## config.mk

```make
export PLATFORM = sky130hd
export DESIGN_NAME = scr_regs
export DESIGN_NICKNAME = d
export VERILOG_FILES = /design/src/core/scr_pkg.sv /design/src/core/scr_regs.sv
export VERILOG_INCLUDE_DIRS = /design/src /design/src/core
export SDC_FILE = /design/constraint.sdc
export NUM_CORES = 1
export LEC_CHECK = 0
export BUFFER_PORTS_ARGS = -buffer_cell sky130_fd_sc_hd__buf_4
export CORE_MARGIN = 2
export CORE_UTILIZATION = 45
export DETAILED_ROUTE_END_ITERATION = 8
export MAX_ROUTING_LAYER = met4
export PLACE_DENSITY = 0.72
export SLEW_MARGIN = 15
export SYNTH_ARGS = -nofsm -noshare
export SYNTH_HDL_FRONTEND = slang
export SYNTH_SLANG_ARGS = --single-unit
```

## constraint.sdc

```tcl
create_clock -name mclk -period 2.5 [get_ports mclk]
set_input_delay 0.375 -clock mclk [delete_from_list [all_inputs] [get_ports mclk]]
set_output_delay 0.375 -clock mclk [all_outputs]
set_load 0.01 [all_outputs]
```

## src/core/scr_defs.svh

```systemverilog
// register offsets, field positions, write masks and reset values
// assumes byte-wide registers reached over the serial management bus
`ifndef SCR_DEFS_SVH
`define SCR_DEFS_SVH
`define SCR_A_GPIN 8'h05
`define SCR_A_GPOUT 8'h06
`define SCR_A_EMPH 8'h20
`define SCR_A_CFG 8'h21
`define SCR_A_UNLK 8'h22
`define SCR_A_CKD 8'h24
`define SCR_RST_VAL 8'h00
`define SCR_M_GP 8'h07
`define SCR_M_EMPH 8'h07
`define SCR_M_CFG 8'hdf
`define SCR_M_UNLK 8'h1f
`define SCR_M_CKD 8'h80
`define SCR_B_EMPH_OVR 2
`define SCR_B_NRZI 7
`define SCR_B_DVDIS 6
`define SCR_B_SCR 4
`define SCR_B_BYP 3
`define SCR_B_TRN 2
`define SCR_U_CFG 0
`define SCR_U_TRN 1
`define SCR_U_BYP 2
`define SCR_U_SCR 3
`define SCR_U_NRZI 4
`define SCR_B_CKD_BYP 7
`define SCR_DEV_ADDR 7'h5a
`endif

```

## src/core/scr_pkg.sv

```systemverilog
// types shared by the configuration register bank
// assumes scr_defs.svh supplies all numeric constants except the state codes defined here
package scr_pkg;
  typedef enum logic [3:0] {
    ST_IDLE = 4'h0,
    ST_ADDR = 4'h1,
    ST_ACK_A = 4'h3,
    ST_REG = 4'h2,
    ST_ACK_R = 4'h6,
    ST_WDATA = 4'h7,
    ST_ACK_W = 4'h5,
    ST_RDATA = 4'h4,
    ST_RACK = 4'hc
  } scr_state_e;
endpackage

```

## src/core/scr_regs.sv

```systemverilog
// serial-management slave plus aux pin, emphasis and link configuration registers
// assumes all pins synchronous to mclk; sda is open drain, resolved outside
// How it works
// - input register bits 2:0 show sampled aux pin levels, read only, reset zero
// - output register bits 2:0 always drive the three aux pin levels; aux_drive_en sets the enables
// - two-bit emphasis level applies only while bit 2 override set, else pins
// - config bit 7 enables nrzi coding when its unlock bit is set
// - config bit 6 suppresses the payload valid marker on the link
// - config bit 4 enables the scrambler only while its unlock bit set
// - config bit 3 bypasses the balance encoder only while unlocked
// - config bit 2 enables training sequence only while unlocked
// - config bits 1:0 are active-low remote sense and encoder enables, pins otherwise
// - unlock bit 0 hands config bits 1:0 from pins to register
// - unlock bits 4,3,2,1 free config bits 7,4,3,2 respectively
// - clock delay bit 7 zero inserts input delay, one bypasses it
`timescale 1ns/1ps
`include "scr_defs.svh"
module scr_regs (
  input wire logic mclk,
  input wire logic rst,
  input wire logic ce,
  input wire logic smb_cs,
  input wire logic smb_scl,
  input wire logic smb_sda_i,
  output logic smb_sda_o,
  output logic smb_sda_oe,
  input wire logic aux_pin_a_i,
  input wire logic aux_pin_b_i,
  input wire logic aux_pin_c_i,
  output logic aux_pin_a_o,
  output logic aux_pin_b_o,
  output logic aux_pin_c_o,
  output logic aux_pin_a_oe,
  output logic aux_pin_b_oe,
  output logic aux_pin_c_oe,
  input wire logic [2:0] aux_drive_en,
  input wire logic [1:0] emph_pin,
  input wire logic nrzi_pin,
  input wire logic scrambler_pin,
  input wire logic encoder_bypass_pin,
  input wire logic training_pin,
  input wire logic [1:0] config_pin,
  output logic [1:0] emph_level,
  output logic nrzi_en,
  output logic payload_valid_marker_dis,
  output logic scrambler_en,
  output logic balance_encoder_bypass,
  output logic training_en,
  output logic remote_sense_n,
  output logic balance_encoder_en_n,
  output logic clock_delay_bypass
);

  scr_pkg::scr_state_e state_ff, nxt_state;
  logic [2:0] cnt_ff, nxt_cnt;
  logic full_ff, nxt_full;
  logic [7:0] sh_ff, nxt_sh;
  logic [7:0] ptr_ff, nxt_ptr;
  logic [7:0] tx_ff, nxt_tx;
  logic rw_ff, nxt_rw;
  logic ack_ok_ff, nxt_ack_ok;
  logic scl_q_ff, nxt_scl_q;
  logic sda_q_ff, nxt_sda_q;
  logic sda_oe_ff, nxt_sda_oe;
  logic wr_stb;
  logic scl_rise, scl_fall, bus_start, bus_stop;

  logic [7:0] gp_input_levels_ff, nxt_gp_input_levels;
  logic [7:0] gp_output_levels_ff, nxt_gp_output_levels;
  logic [7:0] emph_ff, nxt_emph;
  logic [7:0] cfg_ff, nxt_cfg;
  logic [7:0] unlk_ff, nxt_unlk;
  logic [7:0] ckd_ff, nxt_ckd;
  logic [9:0] eff_ff, nxt_eff;
  logic [2:0] aux_i, aux_o, aux_oe;

  assign aux_i = {aux_pin_c_i, aux_pin_b_i, aux_pin_a_i};
  genvar gi;
  generate
    for (gi = 0; gi < 3; gi++) begin : g_aux
      assign aux_o[gi] = gp_output_levels_ff[gi];
      assign aux_oe[gi] = aux_drive_en[gi];
    end
  endgenerate
  assign {aux_pin_c_o, aux_pin_b_o, aux_pin_a_o} = aux_o;
  assign {aux_pin_c_oe, aux_pin_b_oe, aux_pin_a_oe} = aux_oe;

  function automatic logic [7:0] rd_val(input logic [7:0] a);
    case (a)
      `SCR_A_GPIN: rd_val = gp_input_levels_ff & `SCR_M_GP;
      `SCR_A_GPOUT: rd_val = gp_output_levels_ff;
      `SCR_A_EMPH: rd_val = emph_ff;
      `SCR_A_CFG: rd_val = cfg_ff;
      `SCR_A_UNLK: rd_val = unlk_ff;
      `SCR_A_CKD: rd_val = ckd_ff;
      default: rd_val = 8'h00;
    endcase
  endfunction

  assign scl_rise = smb_scl & ~scl_q_ff;
  assign scl_fall = ~smb_scl & scl_q_ff;
  assign bus_start = smb_scl & scl_q_ff & sda_q_ff & ~smb_sda_i;
  assign bus_stop = smb_scl & scl_q_ff & ~sda_q_ff & smb_sda_i;
  assign smb_sda_o = 1'b0;
  assign smb_sda_oe = sda_oe_ff;

  // bus slave: bits sampled on rising scl, state moves on falling scl
  always_comb begin
    nxt_state = state_ff;
    nxt_cnt = cnt_ff;
    nxt_full = full_ff;
    nxt_sh = sh_ff;
    nxt_ptr = ptr_ff;
    nxt_tx = tx_ff;
    nxt_rw = rw_ff;
    nxt_ack_ok = ack_ok_ff;
    nxt_scl_q = smb_scl;
    nxt_sda_q = smb_sda_i;
    wr_stb = 1'b0;
    if (scl_rise) begin
      nxt_sh = {sh_ff[6:0], smb_sda_i};
      nxt_cnt = cnt_ff + 3'h1;
      nxt_full = (cnt_ff == 3'h7);
      if (state_ff == scr_pkg::ST_RACK) begin
        nxt_ack_ok = ~smb_sda_i;
      end
    end
    if (scl_fall) begin
      case (state_ff)
        scr_pkg::ST_ADDR: begin
          if (full_ff) begin
            nxt_rw = sh_ff[0];
            nxt_state = (sh_ff[7:1] == `SCR_DEV_ADDR) ? scr_pkg::ST_ACK_A : scr_pkg::ST_IDLE;
          end
        end
        scr_pkg::ST_ACK_A: begin
          nxt_cnt = 3'h0;
          nxt_full = 1'b0;
          if (rw_ff) begin
            nxt_state = scr_pkg::ST_RDATA;
            nxt_tx = rd_val(ptr_ff);
          end else begin
            nxt_state = scr_pkg::ST_REG;
          end
        end
        scr_pkg::ST_REG: begin
          if (full_ff) begin
            nxt_ptr = sh_ff;
            nxt_state = scr_pkg::ST_ACK_R;
          end
        end
        scr_pkg::ST_ACK_R: begin
          nxt_cnt = 3'h0;
          nxt_full = 1'b0;
          nxt_state = scr_pkg::ST_WDATA;
        end
        scr_pkg::ST_WDATA: begin
          if (full_ff) begin
            wr_stb = 1'b1;
            nxt_state = scr_pkg::ST_ACK_W;
          end
        end
        scr_pkg::ST_ACK_W: begin
          nxt_cnt = 3'h0;
          nxt_full = 1'b0;
          nxt_ptr = ptr_ff + 8'h01;
          nxt_state = scr_pkg::ST_WDATA;
        end
        scr_pkg::ST_RDATA: begin
          if (full_ff) begin
            nxt_ptr = ptr_ff + 8'h01;
            nxt_state = scr_pkg::ST_RACK;
          end else begin
            nxt_tx = {tx_ff[6:0], 1'b0};
          end
        end
        scr_pkg::ST_RACK: begin
          nxt_cnt = 3'h0;
          nxt_full = 1'b0;
          if (ack_ok_ff) begin
            nxt_state = scr_pkg::ST_RDATA;
            nxt_tx = rd_val(ptr_ff);
          end else begin
            nxt_state = scr_pkg::ST_IDLE;
          end
        end
        scr_pkg::ST_IDLE: begin
          nxt_state = scr_pkg::ST_IDLE;
        end
        default: nxt_state = scr_pkg::ST_IDLE;
      endcase
    end
    if (bus_start) begin
      nxt_state = scr_pkg::ST_ADDR;
      nxt_cnt = 3'h0;
      nxt_full = 1'b0;
    end
    if (bus_stop || !smb_cs) begin
      nxt_state = scr_pkg::ST_IDLE;
    end
    case (nxt_state)
      scr_pkg::ST_ACK_A, scr_pkg::ST_ACK_R, scr_pkg::ST_ACK_W: nxt_sda_oe = 1'b1;
      scr_pkg::ST_RDATA: nxt_sda_oe = ~nxt_tx[7];
      default: nxt_sda_oe = 1'b0;
    endcase
  end

  always_ff @(posedge mclk) begin
    if (rst) begin
      state_ff <= scr_pkg::ST_IDLE;
      cnt_ff <= 3'h0;
      full_ff <= 1'b0;
      sh_ff <= 8'h00;
      ptr_ff <= 8'h00;
      tx_ff <= 8'h00;
      rw_ff <= 1'b0;
      ack_ok_ff <= 1'b0;
      scl_q_ff <= 1'b1;
      sda_q_ff <= 1'b1;
      sda_oe_ff <= 1'b0;
    end else if (ce) begin
      state_ff <= nxt_state;
      cnt_ff <= nxt_cnt;
      full_ff <= nxt_full;
      sh_ff <= nxt_sh;
      ptr_ff <= nxt_ptr;
      tx_ff <= nxt_tx;
      rw_ff <= nxt_rw;
      ack_ok_ff <= nxt_ack_ok;
      scl_q_ff <= nxt_scl_q;
      sda_q_ff <= nxt_sda_q;
      sda_oe_ff <= nxt_sda_oe;
    end
  end

  // register bank and effective configuration
  always_comb begin
    nxt_gp_input_levels = {5'h00, aux_i};
    nxt_gp_output_levels = gp_output_levels_ff;
    nxt_emph = emph_ff;
    nxt_cfg = cfg_ff;
    nxt_unlk = unlk_ff;
    nxt_ckd = ckd_ff;
    if (wr_stb) begin
      case (ptr_ff)
        `SCR_A_GPOUT: nxt_gp_output_levels = sh_ff & `SCR_M_GP;
        `SCR_A_EMPH: nxt_emph = sh_ff & `SCR_M_EMPH;
        `SCR_A_CFG: nxt_cfg = sh_ff & `SCR_M_CFG;
        `SCR_A_UNLK: nxt_unlk = sh_ff & `SCR_M_UNLK;
        `SCR_A_CKD: nxt_ckd = sh_ff & `SCR_M_CKD;
        default: nxt_gp_output_levels = gp_output_levels_ff;
      endcase
    end
    nxt_eff[1:0] = emph_ff[`SCR_B_EMPH_OVR] ? emph_ff[1:0] : emph_pin;
    nxt_eff[2] = unlk_ff[`SCR_U_NRZI] ? cfg_ff[`SCR_B_NRZI] : nrzi_pin;
    nxt_eff[3] = cfg_ff[`SCR_B_DVDIS];
    nxt_eff[4] = unlk_ff[`SCR_U_SCR] ? cfg_ff[`SCR_B_SCR] : scrambler_pin;
    nxt_eff[5] = unlk_ff[`SCR_U_BYP] ? cfg_ff[`SCR_B_BYP] : encoder_bypass_pin;
    nxt_eff[6] = unlk_ff[`SCR_U_TRN] ? cfg_ff[`SCR_B_TRN] : training_pin;
    nxt_eff[8:7] = unlk_ff[`SCR_U_CFG] ? cfg_ff[1:0] : config_pin;
    nxt_eff[9] = ckd_ff[`SCR_B_CKD_BYP];
  end

  always_ff @(posedge mclk) begin
    if (rst) begin
      gp_input_levels_ff <= `SCR_RST_VAL;
      gp_output_levels_ff <= `SCR_RST_VAL;
      emph_ff <= `SCR_RST_VAL;
      cfg_ff <= `SCR_RST_VAL;
      unlk_ff <= `SCR_RST_VAL;
      ckd_ff <= `SCR_RST_VAL;
      eff_ff <= 10'h000;
    end else if (ce) begin
      gp_input_levels_ff <= nxt_gp_input_levels;
      gp_output_levels_ff <= nxt_gp_output_levels;
      emph_ff <= nxt_emph;
      cfg_ff <= nxt_cfg;
      unlk_ff <= nxt_unlk;
      ckd_ff <= nxt_ckd;
      eff_ff <= nxt_eff;
    end
  end

  assign emph_level = eff_ff[1:0];
  assign nrzi_en = eff_ff[2];
  assign payload_valid_marker_dis = eff_ff[3];
  assign scrambler_en = eff_ff[4];
  assign balance_encoder_bypass = eff_ff[5];
  assign training_en = eff_ff[6];
  assign {remote_sense_n, balance_encoder_en_n} = eff_ff[8:7];
  assign clock_delay_bypass = eff_ff[9];
endmodule

```

==> qor.yml, run 1 <==
status: "finished, final reports clean"
grtUsageMet2_pct: 31.4
drive_gt1_share_pct: 15.0
yosysWarnings: 0
ant_nets: 0
synth_nets: 449
irDropWorstVdd_v: 0.000250
max_slew_margin_pct: 54.6
skew_ns: 0.0105
synth_top_family_by_area: "simple AND/OR/NAND/NOR gates"
seq_area_mm2: 0.00138
layout.nets: 462
cts_hold_buf: 0
chipHeight_um: 92.9
grt_pass1_wl_mm: 13.8
grt_pass1_vias: 2778
track_usage_pct: 20.7
multiInputGateArea_mm2: 0.00199
tritoncts: "yes"
clock_latency_ns: 0.35
hold_viol_final: 0
layout_common_cells: "dfxtp_1, nor2_1, nand2_1"
vias: 3090
cp-start-kind: "register"
wl_mm: 8.34
cp-end-kind: "register"
synth-simple-area-share_pct: 22.7
syn_area_mm2: 0.00356
ys_ff_latch: 69
pin_count: 38
critPathKind: "register to register"
use_met3_pct: 3.25
synthMuxAreaShare_pct: 9.56
max_freq_ghz: 0.448
viasPerCell: 5.69
drv_slew: 0
arrival_ns: 2.50
finalSetupViolations: 0
rsz0062_at_grt: "false"
critical_path_peak_fanout: 13
grt_util_met1_pct: 27.8
post_drt_wl_per_cell_um: 15.4
place.gp.congestion: 0.858
ys_async_sr_fraction_pct: 0
synthXorXnorAreaFrac_pct: 0.738
p_leak_nw: 1.53
finalCritPeriodShare_pct: 89.4
clkSinkCount: 69
fin_crit_ns: 2.23
synth-edff-count: 0
post_cts_resize_count: 0
core_area_mm2: 0.00769
dr.first_iter.drc_count: 265
synth_compound_area_share_pct: 20.7
syn_avg_cell_area_um2: 8.41
setup_ws_ns: 0.265
seq_area_frac_synth_pct: 38.8
hp-class: "primary input to register"
synth_cell_types: 60
start_util_pct: 46.3
die_x_um: 92.9
grt.busiest_layer: "met2"
clkTransAtPathRegs_ns: 0.07
cts_root_buffer: "clkbuf_8"
rows: 32
synth_cells: 423
cts_setup_buffers: 0
hold_ws_ns: 0.263
grt_max_degree: 37
tightestPinTransition_ns: 0.681
max-cap-violations: 0
hpwl_mm: 5.77
io_buffers: 30
critical_path_required_ns: 2.76
dieArea_mm2: 0.00864
post_dp_cell_area_mm2: 0.00380
place_ws_ns: 0.270
synth-main-ff-cell: "dfxtp_1"
p_per_area_mw_per_mm2: 577
stdcell_area_mm2: 0.00402
drc: 0
grt-ovfl-total: 0
nFillCells: 736
layout_commonest_cell: "dfxtp_1"
synthToLayoutAreaGrowth_pct: 13.1
cts_made_buffers: 9
antenna_found_initial: 0
drtPass1Iterations: 5
diodes: 0
cts_max_path_buffers: 2
synth_fa_ha_area_share_pct: 2.11
ctsHtreeMaxLevel: 3
finalSetupTns_ns: 0
final timing paths:
| path | start | to | slack [ns] | cells after the start |
|---|---|---|---|---|
| worst min-delay path | aux_pin_a_i | gp_input_levels_ff[0]$_SDFFE_PP0P_ | 0.26 | 3 |
| worst max-delay path | ptr_ff[1]$_SDFFE_PP0P_ | tx_ff[4]$_SDFFE_PP0P_ | 0.27 | 7 |
| worst max register to register | ptr_ff[1]$_SDFFE_PP0P_ | tx_ff[4]$_SDFFE_PP0P_ | 0.27 | 7 |
| worst min register to register | cnt_ff[1]$_SDFFE_PP0P_ | cnt_ff[1]$_SDFFE_PP0P_ | 0.46 | 2 |
power by group:
| group | switching [mW] | total [mW] | internal (mW) |
|---|---|---|---|
| clock network | 0.451 | 1.02 | 0.564 |
| registers | 0.0211 | 1.14 | 1.12 |
| logic | 0.0941 | 0.166 | 0.0719 |
| total | 0.566 | 2.32 | 1.75 |
worst max-delay path: stages, from the launching register on:
cell and delay [ns]:
dfxtp_1 0.36, inv_1 0.09, ha_1 0.48, nor2_1 0.11, or2_2 0.33, a211oi_2 0.38
a32oi_1 0.16, a211oi_1 0.23
metrics by stage:
step                util [%]  power (mW)  cells
finish                  52.3        2.32    543
global route            52.3        2.42    543
CTS                     52.3        2.34    543
detailed placement      49.4        1.33    527
global placement        49.4        1.33    527
floorplan                  -        1.28    423
cell usage after synthesis (all sizes together) (2+ instances only):
cell type,number,area share [%]
o22ai,3,0.53
mux2i,34,9.6
and3,6,1.1
a31oi,2,0.35
nor3b,4,1.3
a21oi,26,3.7
a22oi,13,2.7
nand3,11,1.5
nand2b,14,2.5
xnor2,3,0.74
and3b,3,0.74
buf,14,2.5
inv,5,0.53
clkbuf,22,2.3
and2,2,0.35
ha,6,2.1
nand2,40,4.3
a32oi,3,0.95
nand4,2,0.35
nor4,2,0.53
dfxtp,69,39
o21ai,20,2.8
nand3b,5,1.1
nor2,61,6.4
a22o,5,1.2
a211oi,18,4.2
nor2b,3,0.53
a222oi,3,0.84
or2,3,0.53
kinds of logic (layout without fill, tap and decap cells):
group                    count (synthesis)  count (layout)
XOR/XNOR                                 3               3
other                                    1               1
AND/OR/NAND/NOR                        162             162
multiplexers                            34              34
buffers and inverters                   41              59
flip-flops                              69              69
adder cells (fa/ha/maj)                  6               6
AO/OA/AOI/OAI                          107             107
per-layer routing:
metal  wire length (µm)  share of wire, %
met5                  0                 0
met4                148               1.8
met3                364               4.4
met2               3830                46
met1               4000                48
registers in the layout (all words and copies together), names as in the netlist:
signal	count
ack_ok_ff	1
gp_input_levels_ff	3
sda_q_ff	1
tx_ff	8
scl_q_ff	1
state_ff	4
gp_output_levels_ff	3
rw_ff	1
cfg_ff	7
cnt_ff	3
smb_sda_oe	1
unlk_ff	5
emph_ff	3
eff_ff	10
full_ff	1
sh_ff	8
ckd_ff	1
ptr_ff	8
layout make-up:
class	instances	area share (%)
multi-input cells	313	49.4
clock inverters	7	2.46
flip-flops and latches	69	34.3
inverters	5	0.466
well taps	102	3.17
repair buffers	38	7.09
clock buffers	9	3.08
Note: power is estimated with default switching activity, not from simulation.
==> inputs of run 2 (changes only) <==
- RECOVER_POWER: unset -> 25
==> run 2 against run 1 <==
The flow now finishes with violations (max-capacitance violations, max-slew violations). Worst setup slack worse by 0.025 ns. Combinational power is essentially flat. Sequential share of layout area grew 0.18 points. Non-clock buffer count is the same. Count of clock-buffer cells in the layout did not move. Global-route usage unchanged. Flip-flop and latch count unchanged. Via count decreased by 0.16%. Critical path type unchanged. Critical endpoint unchanged. Largest cell class unchanged.
==> qor.yml, run 2 (same netlist as run 1, synthesis figures left out) <==
status: "finished, violations left"  # was finished, final reports clean
failed_checks: "max-capacitance violations, max-slew violations"
drv_slew: 35  # was 0
finish.utilization_pct: 52.1  # was 52.3%
largest_register_ffs: 10  # unchanged
tritoncts: "yes"  # unchanged
grt_max_degree: 37  # unchanged
p_seq_share_pct: 49.1  # about the same
post_dp_cell_area_mm2: 0.00380  # unchanged
cp-start-kind: "register"  # unchanged
largest_register: "eff_ff"  # unchanged
diodes: 0  # unchanged
arrival_ns: 2.51  # was 2.50 ns
vias: 3085  # was 3,090
layout_commonest_cell: "dfxtp_1"  # unchanged
p_sw_share_pct: 24.5  # was 24.4%
chipHeight_um: 92.9  # unchanged
finalSetupViolations: 0  # unchanged
p_leak_nw: 1.51  # was 1.53 nW
critPathKind: "register to register"  # unchanged
place_ws_ns: 0.270  # unchanged
post_cts_resize_count: 0  # unchanged
skew_ns: 0.0108  # was 0.0105 ns
cts_made_buffers: 9  # unchanged
grt_pass1_vias: 2778  # unchanged
hold_viol_final: 0  # unchanged
grt-ovfl-total: 0  # unchanged
cts_hold_buf: 0  # unchanged
drc: 0  # unchanged
p_int_mw: 1.75  # about the same
max-cap-violations: 1  # was 0
finalSetupTns_ns: 0  # unchanged
cts_setup_buffers: 0  # unchanged
start_util_pct: 46.3  # unchanged
p_switching_uw: 568  # was 566 µW
irDropWorstVdd_v: 0.000252  # was 0.000250 V
synthToLayoutAreaGrowth_pct: 12.5  # was 13.1%
place.gp.congestion: 0.858  # unchanged
pin_count: 38  # unchanged
layout.nets: 462  # unchanged
hpwl_mm: 5.77  # unchanged
viasPerCell: 5.68  # was 5.69
critical_path_peak_fanout: 13  # unchanged
cts_root_buffer: "clkbuf_8"  # unchanged
rows: 32  # unchanged
drive_gt1_share_pct: 13.8  # was 15.0%
tightestPinTransition_ns: 1.52  # was 0.681 ns
core_area_mm2: 0.00769  # unchanged
setup_ws_ns: 0.241  # was 0.265 ns
clkSinkCount: 69  # unchanged
fin_crit_ns: 2.26  # was 2.23 ns
max_freq_ghz: 0.443  # was 0.448 GHz
dieArea_mm2: 0.00864  # unchanged
clock_latency_ns: 0.35  # about the same
critical_path_required_ns: 2.75  # was 2.76 ns
cp-end-kind: "register"  # unchanged
layout_common_cells: "dfxtp_1, nor2_1, nand2_1"  # unchanged
pwr-share-clk_pct: 43.9  # was 43.8%
cts_max_path_buffers: 2  # unchanged
p_per_area_mw_per_mm2: 579  # was 577 mW/mm²
track_usage_pct: 20.7  # unchanged
max_slew_margin_pct: -1.46  # was 54.6%
hp-class: "primary input to register"  # unchanged
ant_nets: 0  # unchanged
grt_pass1_wl_mm: 13.8  # unchanged
power_mw: 2.32  # about the same
post_drt_wl_per_cell_um: 15.3  # was 15.4 µm
finalCritPeriodShare_pct: 90.4  # was 89.4%
io_buffers: 30  # unchanged
ctsHtreeMaxLevel: 3  # unchanged
dr.first_iter.drc_count: 268  # was 265
wl_mm: 8.33  # was 8.34 mm
clkTransAtPathRegs_ns: 0.08  # was 0.07 ns
rsz0062_at_grt: "false"  # unchanged
stdcell_area_mm2: 0.00400  # was 0.00402 mm²
die_x_um: 92.9  # unchanged
pwr-share-comb_pct: 7.0  # was 7.2%
drtPass1Iterations: 5  # unchanged
antenna_found_initial: 0  # unchanged
-- run 2: cell count changes in the layout (fill, tap and decap cells not counted) --
cell,before,now
buf_4,38,32
clkbuf_1,0,5
clkbuf_2,0,1
-- run 2: critical path, cell delays in order, from the launching register on --
cell,delay [ns]
dfxtp_1,0.36
inv_1,0.09
ha_1,0.49
nor2_1,0.11
or2_2,0.33
a211oi_2,0.38
a32oi_1,0.16
a211oi_1,0.23
-- run 2: final timing paths --
| kind | from | to | depth (start not counted) | slack, ns |
|---|---|---|---|---|
| max | ptr_ff[1]$_SDFFE_PP0P_ | tx_ff[4]$_SDFFE_PP0P_ | 7 | 0.24 |
| min | aux_pin_a_i | gp_input_levels_ff[0]$_SDFFE_PP0P_ | 3 | 0.26 |
| max reg2reg | ptr_ff[1]$_SDFFE_PP0P_ | tx_ff[4]$_SDFFE_PP0P_ | 7 | 0.24 |
| min reg2reg | cnt_ff[1]$_SDFFE_PP0P_ | cnt_ff[1]$_SDFFE_PP0P_ | 2 | 0.46 |
-- run 2: power groups by stage --
stage | sequential [mW] | combinational, mW | clock (mW)
2_1_floorplan | 1.16 | 0.116 | 0
3_3_place_gp | 1.16 | 0.163 | 0
3_5_place_dp | 1.16 | 0.165 | 0
4_1_cts | 1.14 | 0.165 | 1.04
5_1_grt | 1.14 | 0.181 | 1.10
6_report | 1.14 | 0.163 | 1.02
-- run 2: per-layer routing --
metal  GRT usage, %  up-vias  share of wire, %
met4           8.21        0               1.8
met3           3.25       13               4.9
li1               -     1532                 -
met1           27.8     1458                48
met5              -        -                 0
met2           31.4       82                46
-- run 2: stage by stage --
step,std cells,hold WS (ns)
final,543,0.262
after global routing,543,0.274
after CTS,543,0.255
after detailed placement,527,0.456
after global placement,527,0.449
after floorplan,423,0.440
-- run 2: final cells by class --
type | instances | area, µm²
sequential | 69 | 1380
clock buffer | 9 | 124
tap | 102 | 128
clock inverter | 7 | 98.8
inverter | 5 | 18.8
fill | 743 | 3680
timing repair buffer | 38 | 264
multi-input combinational | 313 | 1990
